`config.mk`:
```
export PLATFORM = sky130hd
export DESIGN_NAME = gpd_regs
export DESIGN_NICKNAME = d
export VERILOG_FILES = /design/src/gpd_pkg.sv /design/src/gpd_regs.sv /design/src/gpd_sync.sv
export VERILOG_INCLUDE_DIRS = /design/src /design/src/src
export SDC_FILE = /design/constraint.sdc
export NUM_CORES = 1
export LEC_CHECK = 0
export BUFFER_PORTS_ARGS = -buffer_cell sky130_fd_sc_hd__buf_4
export CORE_ASPECT_RATIO = 1.25
export CORE_UTILIZATION = 52
export DETAILED_ROUTE_END_ITERATION = 10
export GPL_TIMING_DRIVEN = 0
export PLACE_DENSITY_LB_ADDON = 0.15
export SYNTH_ARGS = -nofsm -noshare
export SYNTH_HDL_FRONTEND = slang
export SYNTH_HIERARCHICAL = 1
export SYNTH_SLANG_ARGS = --single-unit
```
`constraint.sdc`:
```
create_clock -name mclk -period 5.6 [get_ports mclk]
set_clock_uncertainty 0.2 [all_clocks]
set_input_delay 1.12 -clock mclk [delete_from_list [all_inputs] [get_ports mclk]]
set_output_delay 1.12 -clock mclk [all_outputs]
set_load 0.05 [all_outputs]
```
`src/gpd_cfg.svh`:
```
// Constants for the pin data and diagnostic control register bank
// Summary of operation
// - Input-mode pin data bits read pin level
// - Output-mode data bit write drives pin
// - Writes to input or secondary pins discarded
// - Secondary functions on terminals 0, 1, 3, 4
// - Pin data bits 15:5 read zero
// - After power-up all pins are inputs
// - Link, global or power-on reset restore defaults
// - Diag0 31:24 read-only captured bus number
// - Diag0 23:19 read-only captured device number
// - Bit 18 set disables advisory error reporting
// - Read-only reserved diag0 fields return zero
// - Bit 2 enables memory-mapped config access
// - Bit 0 holds clock request asserted, resets one
// - Direction bit zero input, one output
`ifndef GPD_CFG_SVH
`define GPD_CFG_SVH

// Configuration byte offsets
`define GPD_OFS_DIR        8'hB4
`define GPD_OFS_DATA       8'hB6
`define GPD_OFS_DIAG0      8'hC0
`define GPD_OFS_DIAG1      8'hC4

// Terminal count and secondary-capable terminals
`define GPD_PINS           5
`define GPD_SEC_CAPABLE    5'h1B

// Pin data sits in the upper half of the direction dword
`define GPD_DATA_LSB       16
`define GPD_DATA_LANE      2
`define GPD_DIR_LANE       0

// Diagnostic register 0 layout and reset
`define GPD_DIAG0_RESET    32'h0000_0001
`define GPD_DIAG0_RW_MASK  32'h0004_CF87
`define GPD_BUS_MSB        31
`define GPD_BUS_LSB        24
`define GPD_DEV_MSB        23
`define GPD_DEV_LSB        19
`define GPD_ADV_ERR_BIT    18
`define GPD_MEM_CFG_BIT    2
`define GPD_CLKREQ_BIT     0

// Diagnostic register 1 reset and writable bits
`define GPD_DIAG1_RESET    32'h0012_0108
`define GPD_DIAG1_RW_MASK  32'hFFFF_FFFF

`endif

```
`src/gpd_pkg.sv`:
```
// Types shared by the pin data and diagnostic register bank
package gpd_pkg;

  // One configuration access, taken in the cycle valid is high
  typedef struct packed {
    logic        valid;
    logic        write;
    logic [7:0]  addr;
    logic [3:0]  be;
    logic [31:0] wdata;
  } gpd_cfg_req_s;

  // Read answer, one cycle after the access
  typedef struct packed {
    logic        valid;
    logic [31:0] rdata;
  } gpd_cfg_rsp_s;

  // Control bits steered by diagnostic register 0
  typedef struct packed {
    logic advisory_error_select;
    logic mem_cfg_access_enable;
    logic clock_request_hold;
  } gpd_diag_ctl_s;

  typedef logic [4:0] gpd_pins_t;

endpackage : gpd_pkg

```
`src/gpd_regs.sv`:
```
// Pin data, pin direction and diagnostic control register bank
`timescale 1ns/100ps
`include "gpd_cfg.svh"
module gpd_regs #(
  parameter int PINS = `GPD_PINS
) (
  // Clock and power-on reset
  input  wire logic                 mclk,
  input  wire logic                 reset,
  // Link reset and global reset pin, synchronous, active high
  input  wire logic                 link_reset,
  input  wire logic                 global_reset_pin,
  // Configuration access
  input  wire gpd_pkg::gpd_cfg_req_s cfg_req,
  output gpd_pkg::gpd_cfg_rsp_s     cfg_rsp,
  // General-purpose terminals
  input  wire logic [PINS-1:0]      pin_in,
  output logic      [PINS-1:0]      pin_out,
  output logic      [PINS-1:0]      pin_oe_n,
  // Secondary function enables from the owning blocks
  input  wire logic [PINS-1:0]      sec_enable,
  // Captured primary bus and device numbers
  input  wire logic                 capture_valid,
  input  wire logic [7:0]           bus_number_in,
  input  wire logic [4:0]           device_number_in,
  // Clock request from the power manager, active low
  input  wire logic                 clkreq_request_n,
  output logic                      clkreq_n,
  // Control outputs
  output gpd_pkg::gpd_diag_ctl_s    diag_ctl,
  output logic      [31:0]          diag_control_1
);
  import gpd_pkg::*;

  // Merge write data into a register under byte enables and a mask
  function automatic logic [31:0] be_merge(
    input logic [31:0] old_val,
    input logic [31:0] wdata,
    input logic [3:0]  be,
    input logic [31:0] wmask
  );
    logic [31:0] lanes;
    lanes = {{8{be[3]}}, {8{be[2]}}, {8{be[1]}}, {8{be[0]}}};
    be_merge = (old_val & ~(lanes & wmask)) | (wdata & lanes & wmask);
  endfunction : be_merge

  // Dword compare of an access address against a byte offset
  function automatic logic hit(
    input logic [7:0] addr,
    input logic [7:0] ofs
  );
    hit = (addr[7:2] == ofs[7:2]);
  endfunction : hit

  logic              soft_clear;
  logic [PINS-1:0]   pin_sync;
  logic [PINS-1:0]   pin_dir;
  logic [PINS-1:0]   pin_latch;
  logic [PINS-1:0]   sec_eff;
  logic [PINS-1:0]   gp_out_mode;
  logic [PINS-1:0]   pin_value;
  logic [31:0]       diag0;
  logic [31:0]       diag1;
  logic [31:0]       next_rdata;
  logic              wr_dir;
  logic              wr_diag0;
  logic              wr_diag1;
  logic [31:0]       dir_word;
  logic [31:0]       dir_merged;
  logic [7:0]        pin_byte;

  // Any of the three resets returns the bank to defaults
  assign soft_clear = link_reset | global_reset_pin;

  // Only terminals 0, 1, 3 and 4 have secondary functions
  assign sec_eff = sec_enable & PINS'(`GPD_SEC_CAPABLE);

  // Terminal driven by this bank: output mode and no secondary use
  assign gp_out_mode = pin_dir & ~sec_eff;

  // Input levels pass two flip-flops before use
  gpd_sync #(
    .W (PINS)
  ) u_sync (
    .mclk     (mclk),
    .reset    (reset),
    .async_in (pin_in),
    .sync_out (pin_sync)
  );

  // Write decode
  assign wr_dir   = cfg_req.valid & cfg_req.write &
                    hit(cfg_req.addr, `GPD_OFS_DIR);
  assign wr_diag0 = cfg_req.valid & cfg_req.write &
                    hit(cfg_req.addr, `GPD_OFS_DIAG0);
  assign wr_diag1 = cfg_req.valid & cfg_req.write &
                    hit(cfg_req.addr, `GPD_OFS_DIAG1);

  // Direction word merged under lane 0 enable only
  assign dir_word   = {{(32-PINS){1'b0}}, pin_dir};
  assign dir_merged = be_merge(dir_word, cfg_req.wdata, cfg_req.be,
                               {{(32-PINS){1'b0}}, {PINS{1'b1}}});

  // Direction register, all inputs after any reset
  always_ff @(posedge mclk or posedge reset) begin
    if (reset) begin
      pin_dir <= '0;
    end else if (soft_clear) begin
      pin_dir <= '0;
    end else if (wr_dir) begin
      pin_dir <= dir_merged[PINS-1:0];
    end
  end

  // Output data latch; writes land only on driven terminals
  always_ff @(posedge mclk or posedge reset) begin
    if (reset) begin
      pin_latch <= '0;
    end else if (soft_clear) begin
      pin_latch <= '0;
    end else if (wr_dir && cfg_req.be[`GPD_DATA_LANE]) begin
      for (int i = 0; i < PINS; i++) begin
        if (gp_out_mode[i]) begin
          pin_latch[i] <= cfg_req.wdata[`GPD_DATA_LSB + i];
        end
      end
    end
  end

  // Pin drivers: enable low while this bank drives the terminal
  always_ff @(posedge mclk or posedge reset) begin
    if (reset) begin
      pin_out  <= '0;
      pin_oe_n <= '1;
    end else if (soft_clear) begin
      pin_out  <= '0;
      pin_oe_n <= '1;
    end else begin
      pin_out  <= pin_latch;
      pin_oe_n <= ~gp_out_mode;
    end
  end

  // Read view: driven terminals show the latch, others the pin level
  always_comb begin
    pin_value = '0;
    for (int i = 0; i < PINS; i++) begin
      pin_value[i] = gp_out_mode[i] ? pin_latch[i] : pin_sync[i];
    end
    pin_byte = 8'h00;
    pin_byte[PINS-1:0] = pin_value;
  end

  // Diagnostic register 0: writable fields plus captured numbers
  always_ff @(posedge mclk or posedge reset) begin
    if (reset) begin
      diag0 <= `GPD_DIAG0_RESET;
    end else if (soft_clear) begin
      diag0 <= `GPD_DIAG0_RESET;
    end else begin
      if (wr_diag0) begin
        diag0 <= be_merge(diag0, cfg_req.wdata, cfg_req.be,
                          `GPD_DIAG0_RW_MASK);
      end
      if (capture_valid) begin
        diag0[`GPD_BUS_MSB:`GPD_BUS_LSB] <= bus_number_in;
        diag0[`GPD_DEV_MSB:`GPD_DEV_LSB] <= device_number_in;
      end
    end
  end

  // Diagnostic register 1: stored and presented, fields used elsewhere
  always_ff @(posedge mclk or posedge reset) begin
    if (reset) begin
      diag1 <= `GPD_DIAG1_RESET;
    end else if (soft_clear) begin
      diag1 <= `GPD_DIAG1_RESET;
    end else if (wr_diag1) begin
      diag1 <= be_merge(diag1, cfg_req.wdata, cfg_req.be,
                        `GPD_DIAG1_RW_MASK);
    end
  end

  // Control outputs taken from diagnostic registers 0 and 1
  always_ff @(posedge mclk or posedge reset) begin
    if (reset) begin
      diag_ctl       <= '{advisory_error_select: 1'b0,
                          mem_cfg_access_enable: 1'b0,
                          clock_request_hold:    1'b1};
      clkreq_n       <= 1'b0;
      diag_control_1 <= `GPD_DIAG1_RESET;
    end else begin
      diag_ctl.advisory_error_select <= diag0[`GPD_ADV_ERR_BIT];
      diag_ctl.mem_cfg_access_enable <= diag0[`GPD_MEM_CFG_BIT];
      diag_ctl.clock_request_hold    <= diag0[`GPD_CLKREQ_BIT];
      // Hold forces the request low, else follow the power manager
      clkreq_n       <= clkreq_request_n & ~diag0[`GPD_CLKREQ_BIT];
      diag_control_1 <= diag1;
    end
  end

  // Read data mux; reserved and unmapped bits read zero
  always_comb begin
    next_rdata = 32'h0000_0000;
    if (hit(cfg_req.addr, `GPD_OFS_DIR)) begin
      next_rdata[PINS-1:0] = pin_dir;
      next_rdata[`GPD_DATA_LSB +: 8] = pin_byte;
    end else if (hit(cfg_req.addr, `GPD_OFS_DIAG0)) begin
      next_rdata = diag0;
    end else if (hit(cfg_req.addr, `GPD_OFS_DIAG1)) begin
      next_rdata = diag1;
    end
  end

  // Read answer one cycle after each access, write or read
  always_ff @(posedge mclk or posedge reset) begin
    if (reset) begin
      cfg_rsp <= '0;
    end else begin
      cfg_rsp.valid <= cfg_req.valid;
      cfg_rsp.rdata <= (cfg_req.valid && !cfg_req.write) ?
                       next_rdata : 32'h0000_0000;
    end
  end

endmodule : gpd_regs

```
`src/gpd_sync.sv`:
```
// Two-stage synchroniser for the terminal input levels
`timescale 1ns/100ps
module gpd_sync #(
  parameter int W = 5
) (
  // Clock and reset
  input  wire logic         mclk,
  input  wire logic         reset,
  // Levels
  input  wire logic [W-1:0] async_in,
  output logic      [W-1:0] sync_out
);

  logic [W-1:0] stage1;

  // First stage feeds only the second stage
  always_ff @(posedge mclk or posedge reset) begin
    if (reset) begin
      stage1   <= '0;
      sync_out <= '0;
    end else begin
      stage1   <= async_in;
      sync_out <= stage1;
    end
  end

endmodule : gpd_sync

```
[Yosys cells after proc, flatten, opt, wreduce, memory -nomap -nowiden]
Index checks and enable logic that the tools add are counted.
Cells by class
  eq/ne operators: 3
  muxes and demuxes: 28
  bitwise operators: 20
  reductions and logical operators: 18
Operators by type and width (number)
  $mux W32: 7
  $and A32 B32 Y32: 3
  $mux W5: 7
  $not A19 Y32: 1
  $not A32 Y32: 1
  $or A32 B19 Y32: 1
  $or A32 B32 Y32: 1
  $eq A6 B6 Y1 const B: 3
  $reduce_bool A2 Y1: 9
  $mux W8: 2
  $not A5 Y5: 3
  $mux W13: 1
  $mux W11: 1
  $and A5 B5 Y5: 2
  $mux W1: 10
  $reduce_and A2 Y1: 5
  $and A1 B1 Y1: 5
  $or A5 B5 Y5: 1
  $reduce_bool A3 Y1: 1
  $logic_and A1 B1 Y1: 2
  $logic_not A1 Y1: 1
  $not A1 Y1: 1
  $or A1 B1 Y1: 1
Storage, ports and cells
  bits in registers: 163
  logic and storage cells: 89

[Longest topological paths before layout]
Gate-level depths: netlist of run 1.
  word-level depth: 6
  depth in mapped cells: 6
  gate-level depth less buffers: 4

[Modules after synthesis]
Netlist of run 1, hierarchy kept.
Modules (own cells, without submodules)
  gpd_regs: instances 1, cells an instance 436, area an instance 5323.9 µm²
  gpd_sync: instances 1, cells an instance 11, area an instance 254.0 µm²

[Worst setup path after synthesis of run 1]
No wires, ideal clock.
  path type: input to register
  start point: input port cfg_req[39] (netlist bit)
  end point: register diag1[16]
  library setup time: 127 ps
  data arrival time: 2096 ps
  required time: 5273 ps
  path slack: 3177 ps
  stages: 6
  cell sequence: and4b_1 -> buf_2 -> nand3_1 -> buf_2 -> nand3_1 -> o21ai_0
Between the ends
  longest elaborated chain between the ends: 3
Ends and longest elaborated chain
  from (decl): line gpd_regs.sv:14  | input wire gpd_pkg::gpd_cfg_req_s cfg_req,
  $eq A6 B6 Y1: line gpd_regs.sv:52  | hit = (addr[7:2] == ofs[7:2]);
  $and A1 B1 Y1: line gpd_regs.sv:96  | assign wr_diag1 = cfg_req.valid & cfg_req.write &
  $reduce_bool A2 Y1 (no source line)
  to (signal assigned): line gpd_regs.sv:175  | diag1 <= `GPD_DIAG1_RESET;
  to (signal assigned): line gpd_regs.sv:177  | diag1 <= `GPD_DIAG1_RESET;
  to (signal assigned): line gpd_regs.sv:179  | diag1 <= be_merge(diag1, cfg_req.wdata, cfg_req.be,
  to (decl): line gpd_regs.sv:63  | logic [31:0] diag1;
Every way passes these cells.
A chain may end at the register's enable or synchronous reset.

[Worst setup path in the final report of run 1]
  start point: input port cfg_req[39] (netlist bit)
  end point: register diag1[18]
The elaborated chain is that of the path after synthesis.

==> results of run 1 <==
-- how the worst max path moves through the flow --
stage	end
6_report	diag1[18]
5_1_grt	diag1[16]
4_1_cts	diag1[12]
3_5_place_dp	diag1[10]
3_3_place_gp	cfg_rsp[11]
2_1_floorplan	cfg_rsp[0]
-- flip-flops by register name, summed over array words and instances (netlist names) --
name	flops
cfg_rsp	33
clkreq_n	1
diag0	24
diag1	32
diag_control_1	32
diag_ctl	3
pin_dir	5
pin_latch	5
pin_oe_n	5
pin_out	5
u_sync/stage1	5
u_sync/sync_out	5
-- cells by family after synthesis --
family	synth area share
AOI/OAI and AO/OA	0.0965
and+or+nand+nor	0.141
buffers and inverters	0.0249
DFF	0.699
muxes	0.0388
-- layout make-up --
type / instances / area (um^2)
repair buffers: 150 / 1150
flip-flops and latches: 155 / 3900
inverters: 5 / 23.8
well taps: 129 / 161
clock buffers: 24 / 482
fillers: 679 / 2770
clock inverters: 7 / 114
multi-input cells: 262 / 1540
plain buffers: 25 / 120
-- stage by stage --
step / TNS [ns] / cell area (um^2)
2_1_floorplan: 0 / 5580
3_3_place_gp: -122.80 / 6860
3_5_place_dp: 0 / 6890
4_1_cts: 0 / 7490
5_1_grt: 0 / 7490
6_report: 0 / 7490
-- routing by layer --
layer / wire, um / part of all wire / track usage / up-vias
li1: - / - / - / 1887
met1: 5260 / 0.38 / 0.322 / 2031
met2: 7150 / 0.52 / 0.444 / 159
met3: 904 / 0.066 / 0.0601 / 27
met4: 406 / 0.030 / 0.116 / 0
met5: 0 / 0 / 0 / -
-- worst max-delay path, stage by stage --
cell and delay [ns]:
buf_4 0.11, and4b_1 0.36, buf_2 0.27, nand3_1 0.28
buf_2 0.28, nand3_1 0.09, o21ai_0 0.09
-- power by group --
| group | switching [mW] | internal (mW) |
|---|---|---|
| Combinational | 0.0660 | 0.0476 |
| Sequential | 0.00314 | 1.13 |
| Clock | 0.412 | 0.733 |
| Total | 0.481 | 1.91 |
-- cell usage in the layout (no fill, tap or decap), types with 5 or more instances in the layout --
cell type	instances
buf_4	149
dfrtp_1	140
nand2_1	45
nand3_1	44
o21ai_0	38
nor2_1	31
clkbuf_16	17
clkbuf_1	16
mux2i_1	16
dfstp_2	15
a21oi_1	13
a22o_2	10
buf_2	9
and2_1	9
a22o_1	8
a22oi_1	7
nor3_1	6
nor2b_1	5
mux2_2	5
==> summary.txt, run 1 <==
Place
  • Buffers on Ports: about 150
  • Hpwl dp: between 9 and 10 mm
  • Routability Congestion: 0.871
  • Worst slack, placed: between 2 and 3 ns
  • Placed cell count: 726

Drt
  • DR WL/cell: 18.1 um
  • Vias per inst: about 5.4
  • First-pass DRT Iterations: 4
  • Final ANT Viol Nets: 0
  • Drt first-iter violations: about 190
  • Vias: a little over 4000
  • DRC: 0
  • DRT Wirelength: 13.7 mm

Pwr
  • Tot Pwr: between 2 and 2.5 mW
  • Total leakage power: 3.66 nW
  • PwrDens: between 300 and 400 nW/um^2
  • Max VDD drop: 0.244 mV

Clocking
  • Post-CTS resize count: 0
  • Hold-fix buffers, CTS: 0
  • Clock Tree Root: clkbuf_16
  • CTS Buf Count: 17
  • Max clock buf depth: 2
  • CTS clk-pin slew, worst paths: 0.06 ns
  • CTS tree: built
  • Clock Latency Late Sink: 0.41 ns
  • # Post-CTS Setup Buffers: 0
  • H-tree depth: 4
  • CTS sink cnt: 155

Setup path
  • Critical path startpoint: cfg_req[39]
  • Register-to-Register Path Depth: 4
  • Startpoint Class: input port
  • R2R Path Start: pin_dir[0]
  • Worst-path fanout max: 10
  • Setup CP Type: input port to flip-flop
  • Internal reg-to-reg setup slack: between 4 and 5 ns
  • R2R Path End: cfg_rsp[16]
  • WP data required: 5.68 ns
  • Crit. End Element: flip-flop
  • CP Data Arrival Time: 2.59 ns

Timing
  • Max Freq: 398 MHz
  • Setup ws final: 3.09 ns
  • # setup viols final: 0
  • Fin crit period: roughly 2.5 ns
  • Worst-Margin Slew: 0.724 ns
  • Final hold vios: 0
  • Fin crit share: 0.448
  • RSZ-0062 raised after global routing: no
  • Relative slew margins: 0.518
  • Fin Hold WS: ~0.15 ns
  • Max Slew Vio Count: 0

Yosys
  • Seq/Total Area, Yosys: 0.699
  • Count of different cell masters after synthesis: 37
  • Mean post-synth cell area: around 12 um^2
  • Post-synth top area cell: dfrtp_1
  • Ranking of synthesized cells by area: dfrtp_1, dfstp_2, nand3_1, o21ai_0, nand2_1
  • Number of enable flip-flop cells after synthesis: 0
  • Top post-synthesis cells by count: dfrtp_1, nand2_1, nand3_1
  • Synthesized area: approximately 5600 um^2
  • Synth warn: 6
  • Seq cells post-synth: between 150 and 200
  • Most frequent cell after synthesis: dfrtp_1
  • Syn Inst Count: 447
  • Ys async rst share: 1.00
  • Synth top area share: 0.628
  • Synthesized net count: 522
  • Synth Flop Type: dfrtp_1

Global route
  • GRT overflow: 0
  • Vias in the first global route: 4347
  • First-pass GRT wire length: 21.8 mm
  • Largest net degree at the start of global routing: 83
  • Gr usage total: 0.265
  • Initial antenna violation count: 0

Die
  • Die Y: 118 um
  • Die area: around 11000 um^2
  • Row Count: 41
  • CORE AREA: just over 10000 um^2
  • Ports: 154
  • DIE WIDTH: 94.6 um
  • Initial Utilization: 0.544

Hold path
  • HP Start: u_sync/stage1[0]
  • WHS Path Cells: 0
  • Class of the worst hold path: flip-flop to flip-flop
  • Hold Path End: u_sync/sync_out[0]

Cells and area
  • Layout area overhead: 34.2%
  • Fin nets: 691
  • Share of cells above drive strength 1: 0.360
  • Layout Utilization: 0.730
  • Final std cells w/o fill: approximately 760
  • Ant. Diodes: 0

Status
  • Status: finished clean

Run
  • Max Cap Viol: 0
Note: power is estimated with default switching activity, not from simulation.
==> run 2: changes to the inputs <==
--- a/config.mk
+++ b/config.mk
@@ -8,7 +8,7 @@
 export LEC_CHECK = 0
 export BUFFER_PORTS_ARGS = -buffer_cell sky130_fd_sc_hd__buf_4
 export CORE_ASPECT_RATIO = 1.25
-export CORE_UTILIZATION = 52
+export CORE_UTILIZATION = 47
 export DETAILED_ROUTE_END_ITERATION = 10
 export GPL_TIMING_DRIVEN = 0
 export PLACE_DENSITY_LB_ADDON = 0.15
==> constraint.sdc (replaced) <==
create_clock -name mclk -period 2.3 [get_ports mclk]
set_clock_uncertainty 0.2 [all_clocks]
set_input_delay 0.46 -clock mclk [delete_from_list [all_inputs] [get_ports mclk]]
set_output_delay 0.46 -clock mclk [all_outputs]
set_load 0.05 [all_outputs]
==> run 2 against run 1 <==
Critical path depth fell by 1. Hold slack got worse by 0.058 ns. Total power increased by 140%. Wire length shrank 2.9%. Clock power increased by 140%. Global-route usage is 3.6 points lower. Non-clock buffer count grew 10. Cell area rose by 2.3%. Critical endpoint is now cfg_rsp[12]. Sequential power grew 140%. Combinational power increased to 2.6 times the previous value. Final cell count is 5.5% higher.
==> summary.txt, run 2 (synthesis gave the netlist of run 1 again) <==
Cells and area
  • Fillers: 889 (was 679)
  • Layout Utilization: 0.659 (was 0.730)
  • Layout area overhead: 37.3% (was 34.2%)
  • Max reg flops: 33 (unchanged)
  • Final std cells w/o fill: 799 (was 757)
  • Fin nets: 701 (was 691)
  • Largest regs: cfg_rsp: 33 flops, diag1: 32 flops, diag_control_1: 32 flops (unchanged)
  • Largest Register: cfg_rsp (unchanged)
  • Commonest non-fill, non-tap cell in the layout: buf_4 (unchanged)
  • Share of cells above drive strength 1: 0.362 (was 0.360)
  • Most frequent cells in the layout: buf_4, dfrtp_1, nand2_1 (unchanged)
  • Ant. Diodes: 0 (unchanged)

Die
  • CORE AREA: 11600 um^2 (was 10300 um^2)
  • Die area: 12300 um^2 (was 11100 um^2)
  • DIE WIDTH: 99.4 um (was 94.6 um)
  • Die Y: 124 um (was 118 um)
  • Initial Utilization: 0.480 (was 0.544)
  • Row Count: 44 (was 41)
  • Ports: 154 (unchanged)

Place
  • Routability Congestion: 0.823 (was 0.871)
  • Worst slack, placed: 0.0370 ns (was 2.69 ns)
  • Placed cell count: 761 (was 726)
  • Buffers on Ports: 149 (unchanged)
  • Hpwl dp: 9.69 mm (was 9.49 mm)

Setup path
  • Worst path bufs/invs: 6 (was 3)
  • Startpoint Class: input port (unchanged)
  • Cell Chain, Critical Path: dlygate4sd3_1, buf_4, clkinvlp_4, buf_16, buf_12, buf_12 (was buf_4, and4b_1, buf_2, nand3_1, buf_2, nand3_1, o21ai_0)
  • Worst path depth: 6 (was 7)
  • Crit. End Element: async pin (was flip-flop)
  • R2R Path Start: pin_dir[3] (was pin_dir[0])
  • CP top delay family: buffers and inverters (was simple AND/OR/NAND/NOR gates)
  • Critical path startpoint: reset (was cfg_req[39])
  • Internal reg-to-reg setup slack: 0.69 ns (was 4.04 ns)
  • Setup CP Type: input port to async pin (was input port to flip-flop)
  • Most used cell, CP: buf_12
  • WP data required: 2.70 ns (was 5.68 ns)
  • Slowest CP cell: dlygate4sd3_1 (was and4b_1)
  • R2R Path End: cfg_rsp[19] (was cfg_rsp[16])
  • CP Data Arrival Time: 2.27 ns (was 2.59 ns)
  • Max incr delay on CP: 0.53 ns (was 0.36 ns)
  • Critical Path End: cfg_rsp[12] (was diag1[18])
  • Register-to-Register Path Depth: 4 (unchanged)
  • Worst-path fanout max: 35 (was 10)

Timing
  • Worst-Margin Slew: 0.648 ns (was 0.724 ns)
  • Relative slew margins: 0.568 (was 0.518)
  • Fin crit period: ~1.9 ns
  • Fin Hold WS: 0.0881 ns (was 0.147 ns)
  • Fin crit share: 0.814
  • Max Freq: 534 MHz
  • Final hold vios: 0 (unchanged)
  • RSZ-0062 raised after global routing: no (unchanged)
  • # setup viols final: 0 (unchanged)
  • Setup ws final: 0.429 ns (was 3.09 ns)
  • Max Slew Vio Count: 0 (unchanged)

Clocking
  • Clock Tree Root: clkbuf_16 (unchanged)
  • Post-CTS resize count: 0 (unchanged)
  • CTS tree: built (unchanged)
  • # Post-CTS Setup Buffers: 0 (unchanged)
  • Hold-fix buffers, CTS: 7 (was 0)
  • Clock Latency Late Sink: 0.41 ns (about the same)
  • H-tree depth: 4 (unchanged)
  • CTS sink cnt: 155 (unchanged)
  • CTS clk-pin slew, worst paths: 0.06 ns (about the same)
  • Max clock buf depth: 2 (unchanged)
  • CTS Buf Count: 17 (unchanged)

Pwr
  • Total leakage power: 3.71 nW (was 3.66 nW)
  • Max VDD drop: 0.521 mV (was 0.244 mV)
  • PwrDens: 764 nW/um^2 (was 319 nW/um^2)
  • Tot Pwr: 5.85 mW (was 2.39 mW)

Drt
  • DR WL/cell: 16.7 um (was 18.1 um)
  • Final ANT Viol Nets: 0 (unchanged)
  • Vias: 4024 (was 4104)
  • DRT Wirelength: 13.3 mm (was 13.7 mm)
  • Vias per inst: 5.04 (was 5.42)
  • Drt first-iter violations: 190 (was 188)
  • DRC: 0 (unchanged)
  • First-pass DRT Iterations: 4 (unchanged)

Global route
  • Vias in the first global route: 4024 (was 4347)
  • Largest net degree at the start of global routing: 36 (was 83)
  • Gr usage total: 0.228 (was 0.265)
  • GRT overflow: 0 (unchanged)
  • Initial antenna violation count: 0 (unchanged)
  • First-pass GRT wire length: 20.7 mm (was 21.8 mm)

Hold path
  • Class of the worst hold path: input port to flip-flop (was flip-flop to flip-flop)
  • WHS Path Cells: 2 (was 0)

Status
  • Status: finished clean (unchanged)

Run
  • Max Cap Viol: 0 (unchanged)
run 2: cell count changes in the layout (fill, tap and decap cells not counted), sizes merged:
| cell | previous run | this run |
|---|---|---|
| clkinvlp | 0 | 2 |
| clkbuf | 36 | 33 |
| dlygate4sd3 | 0 | 7 |
| inv | 5 | 6 |
| buf | 163 | 166 |
run 2: how the worst min path moves through the flow:
stage | from | endpoint
after global placement | u_sync/stage1[0] | u_sync/sync_out[0]
after global routing | clkreq_request_n | clkreq_n
after floorplan | reset | u_sync/stage1[0]
after CTS | clkreq_request_n | clkreq_n
after detailed placement | u_sync/stage1[3] | u_sync/sync_out[3]
final | clkreq_request_n | clkreq_n
run 2: layout make-up:
| class | instances | area, um^2 | share of cell area |
|---|---|---|---|
| sequential | 155 | 3900 | 0.509 |
| multi-input combinational | 262 | 1540 | 0.201 |
| timing repair buffer | 160 | 1280 | 0.167 |
| clock buffer | 21 | 460 | 0.0601 |
| tap | 161 | 201 | 0.0263 |
| clock inverter | 10 | 139 | 0.0181 |
| buffer | 25 | 120 | 0.0157 |
| inverter | 5 | 22.5 | 0.00294 |
run 2: layer usage:
metal / global-route usage / vias up / routed length [um]
met1: 0.292 / 1956 / 5710
met2: 0.381 / 150 / 6720
li1: - / 1906 / -
met5: 0 / - / 0
met3: 0.0550 / 12 / 688
met4: 0.0846 / 0 / 191
run 2: power by group:
part           internal [mW]  total, mW  switching (mW)
combinational          0.134      0.298           0.164
sequential              2.75       2.75         0.00739
clock                   1.76       2.80            1.04
run 2: through the flow:
step / area [um^2] / setup TNS, ns
after floorplan: 5580 / -21.68
after global placement: 6900 / -130.79
after detailed placement: 6990 / 0
after CTS: 7660 / 0
after global routing: 7660 / 0
final: 7660 / 0
